### config.mk
export PLATFORM = sky130hd
export DESIGN_NAME = cie_core
export DESIGN_NICKNAME = d
export VERILOG_FILES = /design/src/hw/cie_pkg.sv /design/src/hw/imm_alu.sv /design/src/hw/branch_unit.sv /design/src/hw/cie_core.sv
export SDC_FILE = /design/constraint.sdc
export NUM_CORES = 1
export LEC_CHECK = 0
export BUFFER_PORTS_ARGS = -buffer_cell sky130_fd_sc_hd__buf_2
export CORE_UTILIZATION = 45
export DETAILED_ROUTE_END_ITERATION = 7
export PLACE_DENSITY = 0.75
export SYNTH_ARGS = -nofsm -noshare
export SYNTH_HDL_FRONTEND = slang
export SYNTH_SLANG_ARGS = --single-unit
export TNS_END_PERCENT = 5
### constraint.sdc
create_clock -name sys_clk_in -period 3.6 [get_ports sys_clk_in]
set_clock_uncertainty 0.1 [all_clocks]
set_input_delay 0.36 -clock sys_clk_in [delete_from_list [all_inputs] [get_ports sys_clk_in]]
set_output_delay 0.36 -clock sys_clk_in [all_outputs]
set_load 0.005 [all_outputs]
### src/hw/cie_pkg.sv
// shared constants for the command / immediate / branch execution core
// assumes one clock domain and a byte-wide program memory with combinational read
package cie_pkg;
  // apb register byte offsets
  localparam logic [11:0] CTRL_OFS = 12'h000;
  localparam logic [11:0] STATUS_OFS = 12'h004;
  localparam logic [11:0] LC_OFS = 12'h008;
  localparam logic [11:0] MASK_OFS = 12'h00C;
  // control register fields and reset value
  localparam int CTRL_RUN_POS = 0;
  localparam int CTRL_RESTART_POS = 1;
  localparam logic CTRL_RUN_RST = 1'b1;
  // opcode field, instruction word bits 15:12
  localparam logic [3:0] OP_CMD = 4'h1;
  localparam logic [3:0] OP_LI = 4'h2;
  localparam logic [3:0] OP_NI = 4'h3;
  localparam logic [3:0] OP_OI = 4'h4;
  localparam logic [3:0] OP_XI = 4'h5;
  localparam logic [3:0] OP_AI = 4'h6;
  localparam logic [3:0] OP_SI = 4'h7;
  localparam logic [3:0] OP_BR = 4'h8;
  // modifier positions (instruction bits 4..7 sit at word bits 11..8)
  localparam int MOD_DISCARD = 11;
  localparam int MOD_SKIP_POS = 10;
  localparam int MOD_SKIP_NZ = 9;
  localparam int MOD_SKIP_NC = 8;
  // command function positions (instruction bits 08..15 at word bits 7..0)
  localparam int CMD_SER_OUT = 7;
  localparam int CMD_LOAD_SW = 6;
  localparam int CMD_LOAD_MASK = 5;
  localparam int CMD_SER_IN = 4;
  localparam int CMD_SET_EN = 3;
  localparam int CMD_CLR_EN = 2;
  localparam int CMD_WAIT = 1;
  localparam int CMD_SHUT = 0;
  // branch conditions and addressing modes
  localparam logic [1:0] COND_ALWAYS = 2'h0;
  localparam logic [1:0] COND_NONZERO = 2'h1;
  localparam logic [1:0] COND_NO_CARRY = 2'h2;
  localparam logic [1:0] COND_POSITIVE = 2'h3;
  localparam logic [1:0] MODE_DIR_ZERO = 2'h0;
  localparam logic [1:0] MODE_DIR_CUR = 2'h1;
  localparam logic [1:0] MODE_IND_ZERO = 2'h2;
  localparam logic [1:0] MODE_IND_CUR = 2'h3;
  // addresses
  localparam logic [15:0] START_ADDR = 16'h0000;
  localparam logic [15:0] IRQ_VECTOR = 16'h0002;
  localparam logic [15:0] STEP_NEXT = 16'h0002;
  localparam logic [15:0] STEP_SKIP = 16'h0004;
  // execution states
  typedef enum logic [2:0] {
    ST_FETCH_HI = 3'b000,
    ST_FETCH_LO = 3'b001,
    ST_EXEC = 3'b010,
    ST_IND_HI = 3'b011,
    ST_IND_LO = 3'b100,
    ST_WAIT = 3'b101,
    ST_HALT = 3'b110
  } exec_state_t;
endpackage : cie_pkg

### src/hw/imm_alu.sv
// immediate arithmetic and logical unit, purely combinational
// assumes the caller applies the update flags to accumulator and carry
`timescale 1ns/1ps
`default_nettype none
module imm_alu (
  input wire logic [3:0] op_in,       // immediate opcode
  input wire logic [3:0] mods_in,     // discard, positive, nonzero, no-carry
  input wire logic [7:0] acc_in,      // accumulator
  input wire logic [7:0] data_in,     // data field
  input wire logic carry_in,          // current carry
  output logic [7:0] result_out,      // operation result
  output logic carry_out,             // carry to keep
  output logic write_acc_out,         // accumulator may be written
  output logic skip_out               // skip next instruction
);
  logic [8:0] sum;
  logic arith;
  logic logical;
  logic carry_res;
  // result selection; subtract carry is the borrow
  always_comb
  begin
    sum = {1'b0, acc_in} + {1'b0, data_in};
    carry_res = carry_in;
    arith = 1'b0;
    result_out = data_in; // RQ12
    case (op_in)
      cie_pkg::OP_NI: result_out = acc_in & data_in; // RQ13
      cie_pkg::OP_OI: result_out = acc_in | data_in; // RQ13
      cie_pkg::OP_XI: result_out = acc_in ^ data_in; // RQ13
      cie_pkg::OP_AI:
      begin
        arith = 1'b1;
        carry_res = sum[8]; // RQ14
        result_out = sum[7:0];
      end
      cie_pkg::OP_SI:
      begin
        arith = 1'b1;
        sum = {1'b0, acc_in} - {1'b0, data_in};
        carry_res = sum[8]; // RQ15
        result_out = sum[7:0];
      end
      default: result_out = data_in;
    endcase
    logical = !arith;
    // discard keeps accumulator and carry but still tests
    write_acc_out = !mods_in[3]; // RQ11
    carry_out = (arith && !mods_in[3]) ? carry_res : carry_in; // RQ11
    skip_out = (mods_in[2] && !result_out[7]) // RQ10
      || (mods_in[1] && logical && (result_out != 8'h00))
      || (mods_in[0] && arith && !carry_res);
  end
endmodule : imm_alu
`default_nettype wire

### src/hw/branch_unit.sv
// branch condition test and direct target forming
// assumes the caller fetches the address word for the indirect modes
`timescale 1ns/1ps
`default_nettype none
module branch_unit (
  input wire logic [1:0] cond_in,     // condition field
  input wire logic [1:0] mode_in,     // addressing mode field
  input wire logic [7:0] acc_in,      // accumulator
  input wire logic carry_in,          // carry flag
  input wire logic [7:0] field_in,    // address field
  input wire logic [7:0] page_in,     // page of the address field byte
  output logic taken_out,             // condition holds
  output logic indirect_out,          // address word must be read
  output logic [15:0] target_out      // direct target or word pointer
);
  // condition decode
  always_comb
  begin
    case (cond_in)
      cie_pkg::COND_NONZERO: taken_out = (acc_in != 8'h00); // RQ17
      cie_pkg::COND_NO_CARRY: taken_out = !carry_in; // RQ17
      cie_pkg::COND_POSITIVE: taken_out = !acc_in[7]; // RQ17
      default: taken_out = 1'b1;
    endcase
  end
  // page zero for modes 00/10, otherwise the field byte's page; never indexed
  assign indirect_out = mode_in[1];
  assign target_out = (mode_in == cie_pkg::MODE_DIR_ZERO || mode_in == cie_pkg::MODE_IND_ZERO)
    ? {8'h00, field_in} : {page_in, field_in}; // RQ19 RQ20 RQ22
endmodule : branch_unit
`default_nettype wire

### src/hw/cie_core.sv
// execution core for command, immediate and branch instructions
// assumes byte memory with combinational read, synchronous panel and serial pins
// Functional notes
// RQ1 - bit 08 copies carry to serial output; bit 11 loads carry from serial input
// RQ2 - bit 09 loads accumulator from the eight panel data switches
// RQ3 - bit 10 copies accumulator into interrupt mask, accumulator kept
// RQ4 - bit 12 sets master interrupt enable, bit 13 clears it
// RQ5 - bit 14 enters wait; interrupt or panel restart clears the wait flip-flop
// RQ6 - interrupt during wait runs the next instruction before the interrupt
// RQ7 - bit 15 shuts down orderly; on power return execution starts at 0000
// RQ8 - software never combines enable set/clear, mask/switch load, serial in/out
// RQ9 - command functions run first, then skip conditions are tested
// RQ10 - immediate skips: result positive, result nonzero (logical), carry clear (arith)
// RQ11 - discard modifier keeps accumulator and carry but still tests skips
// RQ12 - load immediate puts data in accumulator unless discarded, carry kept
// RQ13 - and, or, xor immediate write accumulator unless discarded, carry kept
// RQ14 - add immediate writes sum and carry out unless discarded
// RQ15 - subtract immediate writes difference and borrow unless discarded
// RQ16 - current page is the page of the instruction's second byte
// RQ17 - branch condition: always, nonzero, carry clear, not negative
// RQ18 - false branch condition just steps to next instruction
// RQ19 - direct page-zero branch loads byte address, clears page
// RQ20 - direct current-page branch replaces byte address only
// RQ21 - indirect branch loads counter from word; bit 0 carry, bit 1 enable
// RQ22 - branch targets are never auto-indexed
// RQ23 - no interrupt before one instruction after a command completes
// RQ24 - command skips: carry clear or accumulator not negative
//
// The address map and the APB register port were left to the implementer.
`timescale 1ns/1ps
`default_nettype none
module cie_core #(
  parameter int ADDR_W = 16           // program address width
) (
  input wire logic sys_clk_in,        // core clock, 100 MHz
  input wire logic resetn_in,         // async reset, active low
  input wire logic [11:0] paddr_in,   // apb address
  input wire logic psel_in,           // apb select
  input wire logic penable_in,        // apb enable
  input wire logic pwrite_in,         // apb direction
  input wire logic [31:0] pwdata_in,  // apb write data
  output logic [31:0] prdata_out,     // apb read data
  output logic pready_out,            // apb ready
  output logic pslverr_out,           // apb error on unmapped address
  output logic [ADDR_W-1:0] mem_addr_out, // program memory byte address
  input wire logic [7:0] mem_rdata_in,    // program memory byte
  input wire logic [7:0] panel_switch_in, // panel data switches 08:15
  input wire logic panel_restart_in,  // panel restart pulse
  input wire logic power_restore_in,  // power returned after shutdown
  input wire logic serial_in,         // serial bit port input
  output logic serial_out,            // serial bit port output buffer
  input wire logic irq_in,            // masked interrupt request
  output logic int_ack_out,           // interrupt honored, one cycle
  output logic [7:0] int_mask_out,    // interrupt mask register
  output logic int_enable_out,        // master interrupt enable
  output logic wait_flag_out,         // wait flip-flop
  output logic shutdown_out           // orderly shutdown complete
);
  ////////////////////////////////////////////////////////////////////////////
  // state
  typedef struct packed {
    cie_pkg::exec_state_t st;
    logic [ADDR_W-1:0] lc;
    logic [ADDR_W-1:0] addr;
    logic [15:0] ir;
    logic [7:0] page;
    logic [7:0] ptr_hi;
    logic [7:0] acc;
    logic carry;
    logic enable;
    logic [7:0] mask;
    logic wait_ff;
    logic ser_out;
    logic inhibit;
    logic run;
    logic int_ack;
    logic [31:0] prdata;
  } core_t;

  core_t s_reg;
  core_t s_next;
  logic [7:0] alu_result;
  logic alu_carry;
  logic alu_write;
  logic alu_skip;
  logic br_taken;
  logic br_indirect;
  logic [15:0] br_target;
  logic is_cmd;
  logic is_imm;
  logic is_br;
  logic irq_ok;
  logic apb_setup;
  logic apb_wr;
  logic mapped;
  logic [7:0] cmd_acc;
  logic cmd_carry;
  logic [ADDR_W-1:0] next_lc;

  // address decode used only for the apb error response
  function automatic logic is_mapped(input logic [11:0] a);
    is_mapped = (a == cie_pkg::CTRL_OFS) || (a == cie_pkg::STATUS_OFS)
      || (a == cie_pkg::LC_OFS) || (a == cie_pkg::MASK_OFS);
  endfunction : is_mapped

  ////////////////////////////////////////////////////////////////////////////
  // datapath helpers
  imm_alu u_alu (
    .op_in(s_reg.ir[15:12]),
    .mods_in(s_reg.ir[11:8]),
    .acc_in(s_reg.acc),
    .data_in(s_reg.ir[7:0]),
    .carry_in(s_reg.carry),
    .result_out(alu_result),
    .carry_out(alu_carry),
    .write_acc_out(alu_write),
    .skip_out(alu_skip)
  );

  branch_unit u_br (
    .cond_in(s_reg.ir[11:10]),
    .mode_in(s_reg.ir[9:8]),
    .acc_in(s_reg.acc),
    .carry_in(s_reg.carry),
    .field_in(s_reg.ir[7:0]),
    .page_in(s_reg.page),
    .taken_out(br_taken),
    .indirect_out(br_indirect),
    .target_out(br_target)
  );

  // instruction class decode
  assign is_cmd = (s_reg.ir[15:12] == cie_pkg::OP_CMD);
  assign is_imm = (s_reg.ir[15:12] >= cie_pkg::OP_LI) && (s_reg.ir[15:12] <= cie_pkg::OP_SI);
  assign is_br = (s_reg.ir[15:12] == cie_pkg::OP_BR);
  // the mask is applied outside; only the master enable gates here
  assign irq_ok = irq_in && s_reg.enable;
  assign apb_setup = psel_in && !penable_in;
  assign apb_wr = psel_in && penable_in && pwrite_in;
  assign mapped = is_mapped(paddr_in);

  ////////////////////////////////////////////////////////////////////////////
  // next state
  always_comb
  begin
    s_next = s_reg;
    s_next.int_ack = 1'b0;
    next_lc = s_reg.lc + ADDR_W'(cie_pkg::STEP_NEXT);
    // command results after switch and serial loads, used for skip tests
    cmd_acc = s_reg.ir[cie_pkg::CMD_LOAD_SW] ? panel_switch_in : s_reg.acc; // RQ2
    cmd_carry = s_reg.ir[cie_pkg::CMD_SER_IN] ? serial_in : s_reg.carry; // RQ1
    case (s_reg.st)
      cie_pkg::ST_FETCH_HI:
      begin
        if (!s_reg.run)
        begin
          s_next.addr = s_reg.lc;
        end
        else if (irq_ok && !s_reg.inhibit) // RQ23
        begin
          // vector to the interrupt entry, enable dropped
          s_next.int_ack = 1'b1;
          s_next.enable = 1'b0;
          s_next.lc = ADDR_W'(cie_pkg::IRQ_VECTOR);
          s_next.addr = ADDR_W'(cie_pkg::IRQ_VECTOR);
        end
        else
        begin
          s_next.ir[15:8] = mem_rdata_in;
          s_next.addr = s_reg.lc + ADDR_W'(1);
          s_next.st = cie_pkg::ST_FETCH_LO;
        end
      end
      cie_pkg::ST_FETCH_LO:
      begin
        s_next.ir[7:0] = mem_rdata_in;
        s_next.page = 8'(s_reg.addr >> 8); // RQ16
        s_next.st = cie_pkg::ST_EXEC;
      end
      cie_pkg::ST_EXEC:
      begin
        s_next.inhibit = 1'b0;
        s_next.st = cie_pkg::ST_FETCH_HI;
        if (is_cmd)
        begin
          // functions first, then skips on the updated values
          s_next.inhibit = 1'b1; // RQ23
          if (s_reg.ir[cie_pkg::CMD_SER_OUT])
          begin
            s_next.ser_out = s_reg.carry; // RQ1
          end
          s_next.carry = cmd_carry; // RQ1
          s_next.acc = cmd_acc; // RQ2
          if (s_reg.ir[cie_pkg::CMD_LOAD_MASK])
          begin
            s_next.mask = s_reg.acc; // RQ3
          end
          if (s_reg.ir[cie_pkg::CMD_SET_EN])
          begin
            s_next.enable = 1'b1; // RQ4
          end
          else if (s_reg.ir[cie_pkg::CMD_CLR_EN])
          begin
            s_next.enable = 1'b0; // RQ4
          end
          if ((s_reg.ir[cie_pkg::MOD_SKIP_NC] && !cmd_carry)
            || (s_reg.ir[cie_pkg::MOD_SKIP_POS] && !cmd_acc[7])) // RQ9 RQ24
          begin
            next_lc = s_reg.lc + ADDR_W'(cie_pkg::STEP_SKIP);
          end
          if (s_reg.ir[cie_pkg::CMD_SHUT])
          begin
            s_next.st = cie_pkg::ST_HALT; // RQ7
          end
          else if (s_reg.ir[cie_pkg::CMD_WAIT])
          begin
            s_next.wait_ff = 1'b1; // RQ5
            s_next.st = cie_pkg::ST_WAIT;
          end
        end
        else if (is_imm)
        begin
          if (alu_write)
          begin
            s_next.acc = alu_result; // RQ11 RQ12 RQ13
          end
          s_next.carry = alu_carry; // RQ14 RQ15
          if (alu_skip)
          begin
            next_lc = s_reg.lc + ADDR_W'(cie_pkg::STEP_SKIP); // RQ10
          end
        end
        else if (is_br && br_taken)
        begin
          if (br_indirect)
          begin
            // read the address word first; counter changes at the low byte
            s_next.st = cie_pkg::ST_IND_HI;
            s_next.addr = ADDR_W'(br_target); // RQ22
          end
          else
          begin
            next_lc = ADDR_W'(br_target); // RQ19 RQ20
          end
        end
        // a false branch just falls through to the next instruction
        if (s_next.st != cie_pkg::ST_IND_HI)
        begin
          s_next.lc = next_lc; // RQ18
          s_next.addr = next_lc;
        end
      end
      cie_pkg::ST_IND_HI:
      begin
        s_next.ptr_hi = mem_rdata_in;
        s_next.addr = s_reg.addr + ADDR_W'(1);
        s_next.st = cie_pkg::ST_IND_LO;
      end
      cie_pkg::ST_IND_LO:
      begin
        // top two word bits are flags, the rest is the location
        s_next.carry = s_reg.ptr_hi[7]; // RQ21
        s_next.enable = s_reg.ptr_hi[6]; // RQ21
        s_next.lc = ADDR_W'({2'b00, s_reg.ptr_hi[5:0], mem_rdata_in});
        s_next.addr = ADDR_W'({2'b00, s_reg.ptr_hi[5:0], mem_rdata_in});
        s_next.st = cie_pkg::ST_FETCH_HI;
      end
      cie_pkg::ST_WAIT:
      begin
        // interrupt wakes but the next instruction runs first
        if (irq_ok || panel_restart_in
          || (apb_wr && paddr_in == cie_pkg::CTRL_OFS && pwdata_in[cie_pkg::CTRL_RESTART_POS]))
        begin
          s_next.wait_ff = 1'b0; // RQ5
          s_next.inhibit = 1'b1; // RQ6
          s_next.st = cie_pkg::ST_FETCH_HI;
        end
      end
      cie_pkg::ST_HALT:
      begin
        if (power_restore_in)
        begin
          s_next.lc = ADDR_W'(cie_pkg::START_ADDR); // RQ7
          s_next.addr = ADDR_W'(cie_pkg::START_ADDR);
          s_next.inhibit = 1'b0;
          s_next.st = cie_pkg::ST_FETCH_HI;
        end
      end
      default: s_next.st = cie_pkg::ST_FETCH_HI;
    endcase
    // apb register writes and read data capture
    if (apb_wr && paddr_in == cie_pkg::CTRL_OFS)
    begin
      s_next.run = pwdata_in[cie_pkg::CTRL_RUN_POS];
    end
    if (apb_setup)
    begin
      if (paddr_in == cie_pkg::CTRL_OFS)
      begin
        s_next.prdata = {31'h00000000, s_reg.run};
      end
      else if (paddr_in == cie_pkg::STATUS_OFS)
      begin
        s_next.prdata = {13'h0000, s_reg.st, s_reg.acc, s_reg.ir[15:12], s_reg.inhibit,
          s_reg.wait_ff, s_reg.enable, s_reg.carry};
      end
      else if (paddr_in == cie_pkg::LC_OFS)
      begin
        s_next.prdata = 32'(s_reg.lc);
      end
      else if (paddr_in == cie_pkg::MASK_OFS)
      begin
        s_next.prdata = {24'h000000, s_reg.mask};
      end
      else
      begin
        s_next.prdata = 32'h00000000;
      end
    end
  end

  ////////////////////////////////////////////////////////////////////////////
  // state register; execution starts at 0000 after reset
  always_ff @(posedge sys_clk_in or negedge resetn_in)
  begin
    if (!resetn_in)
    begin
      s_reg <= '0;
      s_reg.run <= cie_pkg::CTRL_RUN_RST;
    end
    else
    begin
      s_reg <= s_next;
    end
  end

  // outputs; read data is captured in the setup phase so no wait states
  assign prdata_out = s_reg.prdata;
  assign pready_out = 1'b1;
  assign pslverr_out = psel_in && penable_in && !mapped;
  assign mem_addr_out = s_reg.addr;
  assign serial_out = s_reg.ser_out;
  assign int_ack_out = s_reg.int_ack;
  assign int_mask_out = s_reg.mask;
  assign int_enable_out = s_reg.enable;
  assign wait_flag_out = s_reg.wait_ff;
  assign shutdown_out = (s_reg.st == cie_pkg::ST_HALT);

  ////////////////////////////////////////////////////////////////////////////
  // checks
  logic ex_cmd;
  assign ex_cmd = (s_reg.st == cie_pkg::ST_EXEC) && is_cmd;

  a_serial_out_copy: assert property (@(posedge sys_clk_in) disable iff (!resetn_in) // RQ1
    ex_cmd && s_reg.ir[cie_pkg::CMD_SER_OUT] && !s_reg.ir[cie_pkg::CMD_SER_IN]
    |=> serial_out == $past(s_reg.carry) && s_reg.carry == $past(s_reg.carry))
    else $error("serial output does not hold carry");

  a_switch_load: assert property (@(posedge sys_clk_in) disable iff (!resetn_in) // RQ2
    ex_cmd && s_reg.ir[cie_pkg::CMD_LOAD_SW] |=> s_reg.acc == $past(panel_switch_in))
    else $error("switch load missed");

  a_mask_load: assert property (@(posedge sys_clk_in) disable iff (!resetn_in) // RQ3
    ex_cmd && s_reg.ir[cie_pkg::CMD_LOAD_MASK] && !s_reg.ir[cie_pkg::CMD_LOAD_SW]
    |=> int_mask_out == $past(s_reg.acc) && s_reg.acc == $past(s_reg.acc))
    else $error("mask load wrong");

  a_enable_ops: assert property (@(posedge sys_clk_in) disable iff (!resetn_in) // RQ4
    ex_cmd && (s_reg.ir[cie_pkg::CMD_SET_EN] ^ s_reg.ir[cie_pkg::CMD_CLR_EN])
    |=> int_enable_out == $past(s_reg.ir[cie_pkg::CMD_SET_EN]))
    else $error("enable set or clear wrong");

  a_wait_entry: assert property (@(posedge sys_clk_in) disable iff (!resetn_in) // RQ5
    ex_cmd && s_reg.ir[cie_pkg::CMD_WAIT] && !s_reg.ir[cie_pkg::CMD_SHUT]
    |=> wait_flag_out && mem_addr_out == s_reg.lc)
    else $error("wait not entered");

  a_power_restart: assert property (@(posedge sys_clk_in) disable iff (!resetn_in) // RQ7
    shutdown_out && power_restore_in |=> mem_addr_out == '0 && !shutdown_out)
    else $error("restart not at zero");

  a_imm_discard: assert property (@(posedge sys_clk_in) disable iff (!resetn_in) // RQ11
    s_reg.st == cie_pkg::ST_EXEC && is_imm && s_reg.ir[cie_pkg::MOD_DISCARD]
    |=> s_reg.acc == $past(s_reg.acc) && s_reg.carry == $past(s_reg.carry))
    else $error("discarded result stored");

  a_cmd_no_irq: assert property (@(posedge sys_clk_in) disable iff (!resetn_in) // RQ23
    ex_cmd |-> ##1 !int_ack_out ##1 !int_ack_out ##1 !int_ack_out)
    else $error("interrupt right after command");

  a_branch_false: assert property (@(posedge sys_clk_in) disable iff (!resetn_in) // RQ18
    s_reg.st == cie_pkg::ST_EXEC && is_br && !br_taken
    |=> s_reg.lc == $past(s_reg.lc) + ADDR_W'(2) && s_reg.acc == $past(s_reg.acc))
    else $error("false branch changed flow");

  a_branch_page0: assert property (@(posedge sys_clk_in) disable iff (!resetn_in) // RQ19
    s_reg.st == cie_pkg::ST_EXEC && is_br && br_taken && s_reg.ir[9:8] == cie_pkg::MODE_DIR_ZERO
    |=> s_reg.lc == ADDR_W'($past(s_reg.ir[7:0])))
    else $error("page zero branch target wrong");
endmodule : cie_core
`default_nettype wire

### Yosys cells after proc, flatten, opt, wreduce, memory -nomap -nowiden

Index checks and enable logic that the tools add are counted.

* $mul: 0
* $lt $le $gt $ge: 2
* equal/unequal tests: 39
* divide/modulo/power cells: 0
* shift operators: 0
* $add $sub $neg: 6
* bitwise logic cells: 4
* reduce and logical (&&, ||, !) cells: 63
* muxes and demuxes: 62

Operators by type and width (number)
* two-way mux 16 bit: 15
* case mux 16 bit (5 select lines): 1
* case mux 16 bit (4 select lines): 1
* two-way mux 19 bit: 3
* case mux 8 bit (5 select lines): 1
* two-way mux 35 bit: 1
* adder 16 x 1 -> 16 bit (second input constant): 2
* two-way mux 32 bit: 1
* two-way mux 8 bit: 4
* equality test 12 x 4 -> 1 bit (second input constant): 2
* inequality test 2 bit (second input constant): 10
* logical AND 1 bit: 18
* two-way mux 3 bit: 6
* two-way mux 9 bit: 2
* inequality test 3 bit (second input constant): 6
* case mux 3 bit (6 select lines): 1
* AND reduction 3 bit: 6
* adder 16 x 2 -> 16 bit (second input constant): 1
* adder 16 x 3 -> 16 bit (second input constant): 1
* equality test 4 x 3 -> 1 bit (second input constant): 4
* two-way mux 1 bit: 16
* nonzero test 8 bit: 2
* AND reduction 5 bit: 3
* equality test 12 x 3 -> 1 bit (second input constant): 1
* 34 further kinds: 68

* ROM bits: 0
* latch bits: 0
* bits of input ports: 69
* flip-flop bits (word level): 122
* memories: 0
* memory bits (writable): 0
* word-level logic and storage cells: 194

### Depth between registers and ports, before layout

Gate-level depths: netlist of run 1.

* depth after elaboration: 13
* gate-level depth with buffers: 15

### Modules after synthesis

Synthesis of run 1 repeated with hierarchy kept, for this count alone.

* cell total of the unflattened synthesis: 1060
* area total of the unflattened synthesis: 8884.8 sq um

By module, submodules not included
* cie_core: times used 1, area an instance 7415.9 sq um, cells each 848
* imm_alu: times used 1, area an instance 1308.8 sq um, cells each 190
* branch_unit: times used 1, area an instance 160.2 sq um, cells each 22

### Least setup slack after synthesis of run 1

OpenSTA, ideal clock, no wires.

* path kind: reg-to-reg
* from: register s_reg[75] (netlist bit)
* to: register s_reg[116] (netlist bit)
* setup time: 0.087 ns
* stages on the path, launching flop included: 16
* period minus slack after synthesis: 3.525 ns
* arrival: 3.339 ns
* data required time: 3.413 ns
* slack: 0.075 ns
* cell sequence: dfrtp_1 -> clkbuf_1 -> inv_1 -> ha_1 -> clkbuf_1 -> and3_1 -> o21ai_0 -> a31oi_1 -> a31oi_1 -> and3_1 -> a21oi_1 -> a21boi_2 -> buf_6 -> mux2_2 -> or4_1 -> o211ai_1

* longest elaborated chain between the ends: 11
* elaborated cells on any way between the ends: 25
* classes of those cells: add/sub: 2; mux: 9; bitwise: 3; reduce/logical: 11

RTL lines
* from (decl): line cie_core.sv:80 `core_t s_reg;`
* from (signal assigned): line cie_core.sv:333 `s_reg <= s_next;`
* subtractor 8 x 8 -> 9 bit, or another cell as far along: line imm_alu.sv:40 `sum = {1'b0, acc_in} - {1'b0, data_in};`
* case mux 8 bit (5 select lines): line imm_alu.sv:27 `case (op_in)`
* nonzero test 8 bit / zero test 1 bit (equally long branches): line imm_alu.sv:51, imm_alu.sv:50
* logical AND 1 bit (on tied branches): line imm_alu.sv:51, imm_alu.sv:50
* logical OR 1 bit: line imm_alu.sv:51 `|| (mods_in[1] && logical && (result_out != 8'h00))`
* logical OR 1 bit: line imm_alu.sv:52 `|| (mods_in[0] && arith && !carry_res);`
* two-way mux 16 bit: line cie_core.sv:228 `if (alu_skip)`
* two-way mux 16 bit: line cie_core.sv:221 `else if (is_imm)`
* two-way mux 16 bit *: line cie_core.sv:184 `if (is_cmd)`
* two-way mux 32 bit *: line cie_core.sv:247 `if (s_next.st != cie_pkg::ST_IND_HI)`
* case mux 16 bit (4 select lines) *: line cie_core.sv:152 `case (s_reg.st)`

Every way passes the cells marked *; elsewhere a longest branch is shown, timed or not. The select of a mux whose other input is x is not followed.
A chain may end at the register's enable or synchronous reset.

### Worst setup path in the final report of run 1

* from: register s_reg[47] (netlist bit)
* to: register s_reg[116] (netlist bit)

* longest elaborated chain between the ends: 11
* elaborated cells on any way between the ends: 31
* classes of those cells: add/sub: 2; eq/ne: 2; mux: 13; bitwise: 3; reduce/logical: 11

RTL lines (line)
* subtractor 8 x 8 -> 9 bit, or another cell as far along: imm_alu.sv:40
* case mux 8 bit (5 select lines): imm_alu.sv:27
* nonzero test 8 bit / zero test 1 bit (equally long branches): imm_alu.sv:51, imm_alu.sv:50
* logical AND 1 bit (on tied branches): imm_alu.sv:51, imm_alu.sv:50
* logical OR 1 bit: imm_alu.sv:51
* logical OR 1 bit: imm_alu.sv:52
* two-way mux 16 bit: cie_core.sv:228
* two-way mux 16 bit: cie_core.sv:221
* two-way mux 16 bit: cie_core.sv:184
* two-way mux 32 bit: cie_core.sv:247
* case mux 16 bit (4 select lines): cie_core.sv:152

Several ways; a longest one is shown, not always the timed one. The select of a mux whose other input is x is not followed.

==> results of run 1 <==
-- per-layer routing --
metal  vias to the layer above  share of wire [%]
li1                       4220                  -
met1                      4499                 42
met2                       612                 44
met3                       111                 10
met4                         0                4.2
met5                         -                  0
-- critical path, delay by kind of cell (launching register included) --
| kind | cells | cell delay [ns] |
|---|---|---|
| compound gates | 5 | 0.66 |
| fa+ha+maj | 2 | 0.63 |
| buf+inv | 3 | 0.31 |
| flops | 1 | 0.38 |
| mux | 2 | 0.46 |
| simple gates | 3 | 0.97 |
-- report_power, final --
part           internal [mW]  switching (mW)  total [mW]
combinational         0.0820           0.133       0.215
sequential              1.23          0.0202        1.25
clock                  0.631           0.482        1.11
-- worst paths after layout --
kind                                 endpoint  slack [ns]  cells after the start
worst min register to register  prdata_out[6]        0.37                      2
worst max register to register     s_reg[116]       0.005                     15
worst min-delay path                s_reg[33]        0.14                      2
worst max-delay path               s_reg[116]       0.005                     15
max in group asynchronous           s_reg[33]        2.16                      3
min in group asynchronous           s_reg[65]        0.44                      2
-- area by class of cell --
class                      count  share of cell area [%]
antenna                        1                  0.0237
clock buffer                  12                    2.33
clock inverter                 4                   0.699
inverter                      45                    1.60
multi-input combinational    869                    53.4
sequential                   109                    25.8
tap                          265                    3.14
timing repair buffer         203                    13.0
-- metrics by stage --
step	cells	total power, mW	setup WS, ns	TNS, ns	hold slack, ns
floorplan	1158	1.38	0.0748	0	-0.0356
global placement	1482	1.48	-0.146	-0.823	0.309
detailed placement	1482	1.48	-0.206	-2.13	0.313
CTS	1503	2.58	-0.0199	-0.0417	0.133
global route	1507	2.65	-0.138	-1.44	0.139
finish	1508	2.58	0.00463	0	0.139
-- logic make-up (layout without fill, tap and decap cells) --
kind of cell	count (synthesis)	after routing	share of synthesized area, %
other cells	2	15	0.0832
simple gates	400	400	21.2
mux	46	46	5.60
fa+ha+maj	31	31	4.46
flops	109	109	30.2
compound gates	327	327	23.4
xor+xnor	51	51	4.95
buf+inv	180	264	10.1
-- synthesized netlist by cell type (14+ instances only) --
cell type / n / area [um^2]
mux2i_1: 19 / 190
buf_4: 58 / 435
xnor2_1: 34 / 298
a22oi_1: 20 / 150
xor2_1: 17 / 149
mux2_2: 26 / 293
ha_1: 29 / 363
nor2_1: 90 / 338
nand2_1: 151 / 567
nor3_1: 25 / 125
clkbuf_1: 66 / 248
o31ai_1: 16 / 120
o22ai_1: 14 / 87.6
a31oi_1: 31 / 194
nand3_1: 33 / 165
inv_1: 45 / 169
a21oi_1: 59 / 295
o21ai_0: 92 / 460
dfrtp_1: 108 / 2700
-- repair_timing --
action | 4_1_cts | 5_1_grt
gates resized for setup | 21 | 36
setup buffers | 4 | 3
endpoints found under the hold margin | 43 | 0
cloned | 0 | 1
setup endpoints to repair | 26 | 28
hold buffers | 1 | 0
pin swaps | 8 | 13
==> summary.txt, run 1 <==
Layout
  • Fin util: 53.9%
  • Max FFs per register: 62
  • Area of the multi-input gates: 0.00564 mm^2
  • Cell area after layout: approximately 0.011 mm^2
  • P&R area growth vs syn: 17.0%
  • Fill count: 1,858
  • Layout Nets: 1,337
  • Layout cells sized above 1: 23.6%
  • Leading cell type in the layout, fill and taps excluded: nand2_1
  • FF+latch area: 0.00273 mm^2
  • Leading cell types in the layout, fill and taps excluded: nand2_1 (151), buf_4 (108), dfrtp_1 (107)

GRT
  • Met1 Resource Use GR: 43.4%
  • Met3 usage in global routing: 4.80%
  • First-pass GRT wire length: 49.4 mm
  • Largest net degree at the start of global routing: 67
  • Vias in the first global route: 8,652
  • Initial antenna violation count: 0
  • GR Overflow Total: 0
  • GRT busiest layer: met2
  • Grt met2 use: around 50%
  • Gr usage total: 31.9%

Setup path
  • Crit-path max FO: 4
  • CP Launch Type: flop
  • Most frequent CP cell: buf_6
  • Critical setup path kind: reg -> reg
  • CP Cell Sequence: buf_6 -> ha_4 -> inv_1 -> fa_2 -> mux2_2 -> a2bb2oi_1 -> o22ai_2 -> o21ai_2 -> nor4b_2 -> nand4_1 -> a21boi_2 -> buf_6 -> mux2_4 -> or4_1 -> o211ai_1
  • Slowest stage cell on the critical path: fa_2
  • WP data arrival: approximately 3.8 ns
  • Worst setup startpoint: s_reg[47]
  • Largest stage delay, worst path: between 0.5 and 0.6 ns
  • Worst Setup End Kind: flop
  • Worst r2r src: s_reg[47]
  • CP required: 3.78 ns

Synth
  • Number of synthesized flops with an enable pin: 0
  • Async S/R FF share, synth: 100%
  • Synth Flop Type: dfrtp_1
  • Avg Inst Size Synth: 7.88 um^2
  • Yosys reg bits: around 110
  • Mapped Cells: 1,146
  • Cell variety after synth: 75
  • Synthesized area: 0.00903 mm^2
  • Yosys synthesis warning count: 0
  • Register area share after synthesis: between 30 and 40%

Floorplan
  • Site row count: 51
  • # IOs: 132
  • Initial Util: between 40 and 50%
  • Core footprint: 0.0196 mm^2
  • Die Ht: 144 um
  • DIE AREA: ~0.021 mm^2
  • Die W: roughly 140 um

Timing
  • Worst slew pin tran: 1.07 ns
  • Worst slew margin: 28.4%
  • Endpoints failing setup: 0
  • RSZ-0062 raised after global routing: yes
  • Final period utilization: between 90% and 100%
  • Max Clock Freq: 0.278 GHz
  • Final hold vios: 0
  • Pins over their slew limit: 0
  • Min Tclk post-route: 3.60 ns

Detailed routing
  • DRT iter0 DRCs: between 1,000 and 1,500
  • DR vias: around 9,400
  • Final ANT Viol Nets: 0
  • DR pass1 iterations: 8
  • Total Wirelength: 32.5 mm
  • Vias per cell: 6.26
  • Per-cell routed wire length: around 22 um
  • Drt drc: 4

Hold path
  • Hold path startpoint: pwdata_in[0]
  • Worst Hold Class: in -> reg

Placement
  • Post-DP HPWL: 23.7 mm
  • GPL Wtd Cong: 0.995
  • Placed cell area: 0.00995 mm^2
  • IO Port Bufs: between 80 and 90

Clock tree
  • Clk root buf: clkbuf_16
  • CTS tree: done
  • Clk slew on worst S/H paths: around 0.08 ns
  • Clock buffer depth: 2
  • CTS buffer count: 9
  • H-tree levels: 3
  • Worst skew pair latency: 0.37 ns
  • TritonCTS Sinks: 109

Run status
  • Outcome: complete, but fails checks
  • Failing checks: design-rule violations

Pwr
  • Power Dens Cells: 244 mW/mm^2
  • IR Drop Worst-Case VDD: 0.160 mV
  • Pleak: 4.72 nW

Job
  • Max-Cap Viols: 0
Note: power is estimated with default switching activity, not from simulation.
==> run 2, diff against run 1 <==
--- a/config.mk
+++ b/config.mk
@@ -8,7 +8,7 @@
 export BUFFER_PORTS_ARGS = -buffer_cell sky130_fd_sc_hd__buf_2
 export CORE_UTILIZATION = 45
 export DETAILED_ROUTE_END_ITERATION = 7
-export PLACE_DENSITY = 0.75
+export PLACE_DENSITY = 0.72
 export SYNTH_ARGS = -nofsm -noshare
 export SYNTH_HDL_FRONTEND = slang
 export SYNTH_SLANG_ARGS = --single-unit
==> constraint.sdc (replaced) <==
create_clock -name sys_clk_in -period 4.3 [get_ports sys_clk_in]
set_clock_uncertainty 0.1 [all_clocks]
set_input_delay 0.43 -clock sys_clk_in [delete_from_list [all_inputs] [get_ports sys_clk_in]]
set_output_delay 0.43 -clock sys_clk_in [all_outputs]
set_load 0.005 [all_outputs]
==> summary.txt, run 2 (synthesis gave the netlist of run 1 again) <==
Pwr
  • Pleak: 4.30 nW (was 4.72 nW)
  • Total power: 2.04 mW (was 2.58 mW)
  • IR Drop Worst-Case VDD: 0.154 mV (was 0.160 mV)
  • Power Dens Cells: 210 mW/mm^2 (was 244 mW/mm^2)

Setup path
  • Reg2Reg Depth: 15 (unchanged)
  • Worst Setup End Kind: flop (unchanged)
  • Worst r2r src: s_reg[47] (unchanged)
  • Critical setup path kind: reg -> reg (unchanged)
  • WP data arrival: 4.27 ns (was 3.78 ns)
  • Crit-path max FO: 5 (was 4)
  • Reg-to-reg endpoint: s_reg[116] (unchanged)
  • CP required: 4.48 ns (was 3.78 ns)
  • Worst setup startpoint: s_reg[47] (unchanged)
  • Crit path to: s_reg[116] (unchanged)
  • Internal reg-to-reg setup slack: 0.21 ns (was 0.005 ns)
  • CP Launch Type: flop (unchanged)

GRT
  • Initial antenna violation count: 0 (unchanged)
  • Gr usage total: 30.8% (was 31.9%)
  • Largest net degree at the start of global routing: 42 (was 67)
  • First-pass GRT wire length: 47.7 mm (was 49.4 mm)
  • Vias in the first global route: 8,304 (was 8,652)
  • GR Overflow Total: 0 (unchanged)

Timing
  • RSZ-0062 raised after global routing: no (was yes)
  • Setup_tns: 0 ns (unchanged)
  • Final period utilization: 95.1% (was 99.9%)
  • Worst slew margin: 36.7% (was 28.4%)
  • Min Tclk post-route: 4.09 ns (was 3.60 ns)
  • Pins over their slew limit: 0 (unchanged)
  • Hold Slack: 0.204 ns (was 0.139 ns)
  • Final hold vios: 0 (unchanged)
  • Worst slew pin tran: 0.944 ns (was 1.07 ns)
  • Endpoints failing setup: 0 (unchanged)
  • Max Clock Freq: 0.244 GHz (was 0.278 GHz)

Layout
  • Leading cell types in the layout, fill and taps excluded: nand2_1 (151), dfrtp_1 (108), o21ai_0 (92) (was nand2_1 (151), buf_4 (108), dfrtp_1 (107))
  • P&R area growth vs syn: 7.46% (was 17.0%)
  • Diodes inserted: 0 (was 1)
  • Fill count: 1,930 (was 1,858)
  • FF+latch area: 0.00273 mm^2 (about the same)
  • Layout cells sized above 1: 16.1% (was 23.6%)
  • Max FFs per register: 62 (unchanged)
  • Area of the multi-input gates: 0.00546 mm^2 (was 0.00564 mm^2)
  • Leading cell type in the layout, fill and taps excluded: nand2_1 (unchanged)
  • Fin util: 49.5% (was 53.9%)
  • Cell area after layout: 0.00970 mm^2 (was 0.0106 mm^2)
  • Layout Nets: 1,260 (was 1,337)

Detailed routing
  • Per-cell routed wire length: 21.6 um (about the same)
  • Total Wirelength: 30.9 mm (was 32.5 mm)
  • Drt drc: 0 (was 4)
  • Vias per cell: 6.30 (was 6.26)
  • Final ANT Viol Nets: 0 (unchanged)
  • DR pass1 iterations: 7 (was 8)
  • DR vias: 9,007 (was 9,442)
  • DRT iter0 DRCs: 1,166 (was 1,364)

Clock tree
  • H-tree levels: 3 (unchanged)
  • Clk root buf: clkbuf_16 (unchanged)
  • CTS buffer count: 9 (unchanged)
  • Worst skew pair latency: 0.37 ns (about the same)
  • TritonCTS Sinks: 109 (unchanged)
  • Clock buffer depth: 2 (unchanged)
  • CTS tree: done (unchanged)
  • Clk slew on worst S/H paths: 0.08 ns (about the same)
  • Post-CTS setup buffers: 0 (was 4)

Placement
  • IO Port Bufs: 87 (unchanged)
  • GPL Wtd Cong: 0.976 (was 0.995)
  • Placed cell area: 0.00940 mm^2 (was 0.00995 mm^2)
  • Post-DP HPWL: 22.3 mm (was 23.7 mm)

Floorplan
  • Die Ht: 144 um (unchanged)
  • Core footprint: 0.0196 mm^2 (unchanged)
  • DIE AREA: 0.0206 mm^2 (unchanged)
  • Die W: 144 um (unchanged)
  • Initial Util: 46.1% (unchanged)
  • Site row count: 51 (unchanged)
  • # IOs: 132 (unchanged)

Job
  • Max-Cap Viols: 0 (unchanged)

Run status
  • Outcome: finished clean (was complete, but fails checks)

Hold path
  • Worst Hold Class: in -> reg (unchanged)
==> run 2: layout make-up <==
type	count	share of cell area, %
flip-flops and latches	109	28.1
repair buffers	126	7.56
multi-input cells	869	56.2
clock inverters	7	0.593
well taps	265	3.42
inverters	45	1.74
clock buffers	9	2.32
==> run 2: report_power, final <==
part | switching [mW] | internal (mW)
clock network | 0.427 | 0.402
registers | 0.0179 | 1.03
logic | 0.105 | 0.0578
==> run 2: metrics by stage <==
| stage | setup slack, ns | std cells |
|---|---|---|
| detailed placement | 0.295 | 1413 |
| floorplan | 0.775 | 1158 |
| global route | 0.00866 | 1430 |
| finish | 0.210 | 1430 |
| global placement | 0.306 | 1413 |
| CTS | 0.245 | 1430 |
==> run 2: what timing repair did <==
action	in CTS	in global routing
endpoints found under the hold margin	30	0
hold buffers	1	0
setup endpoints to repair	0	4
resized for setup	0	1
==> run 2: worst min path at each step <==
stage / slack [ns] / end / cells past startpoint / startpoint
finish: 0.20 / s_reg[33] / 2 / pwdata_in[0]
global route: 0.20 / s_reg[33] / 2 / pwdata_in[0]
CTS: 0.20 / s_reg[33] / 2 / pwdata_in[0]
detailed placement: 0.31 / mem_addr_out[8] / 1 / resetn_in
global placement: 0.30 / mem_addr_out[8] / 1 / resetn_in
floorplan: 0.03 / int_ack_out / 0 / resetn_in
==> run 2: critical path, stage by stage (launching register included) <==
cell	delay, ns
dfrtp_1	0.43
inv_1	0.15
ha_1	0.21
inv_1	0.06
fa_1	0.43
mux2i_1	0.14
a21oi_1	0.08
o22ai_1	0.24
o21ai_0	0.22
nor4b_1	0.43
nand4_1	0.27
a21boi_2	0.19
buf_4	0.17
mux2_2	0.36
or4_1	0.41
o211ai_1	0.11
==> run 2: per-layer routing <==
layer	vias up	wire (um)	GRT usage, %	share of wire, %
met5	-	0	0	0
met4	0	1250	14.1	4.0
met3	88	3160	5.10	10
met2	586	13500	46.7	44
met1	4284	13000	42.8	42
li1	4049	-	-	-
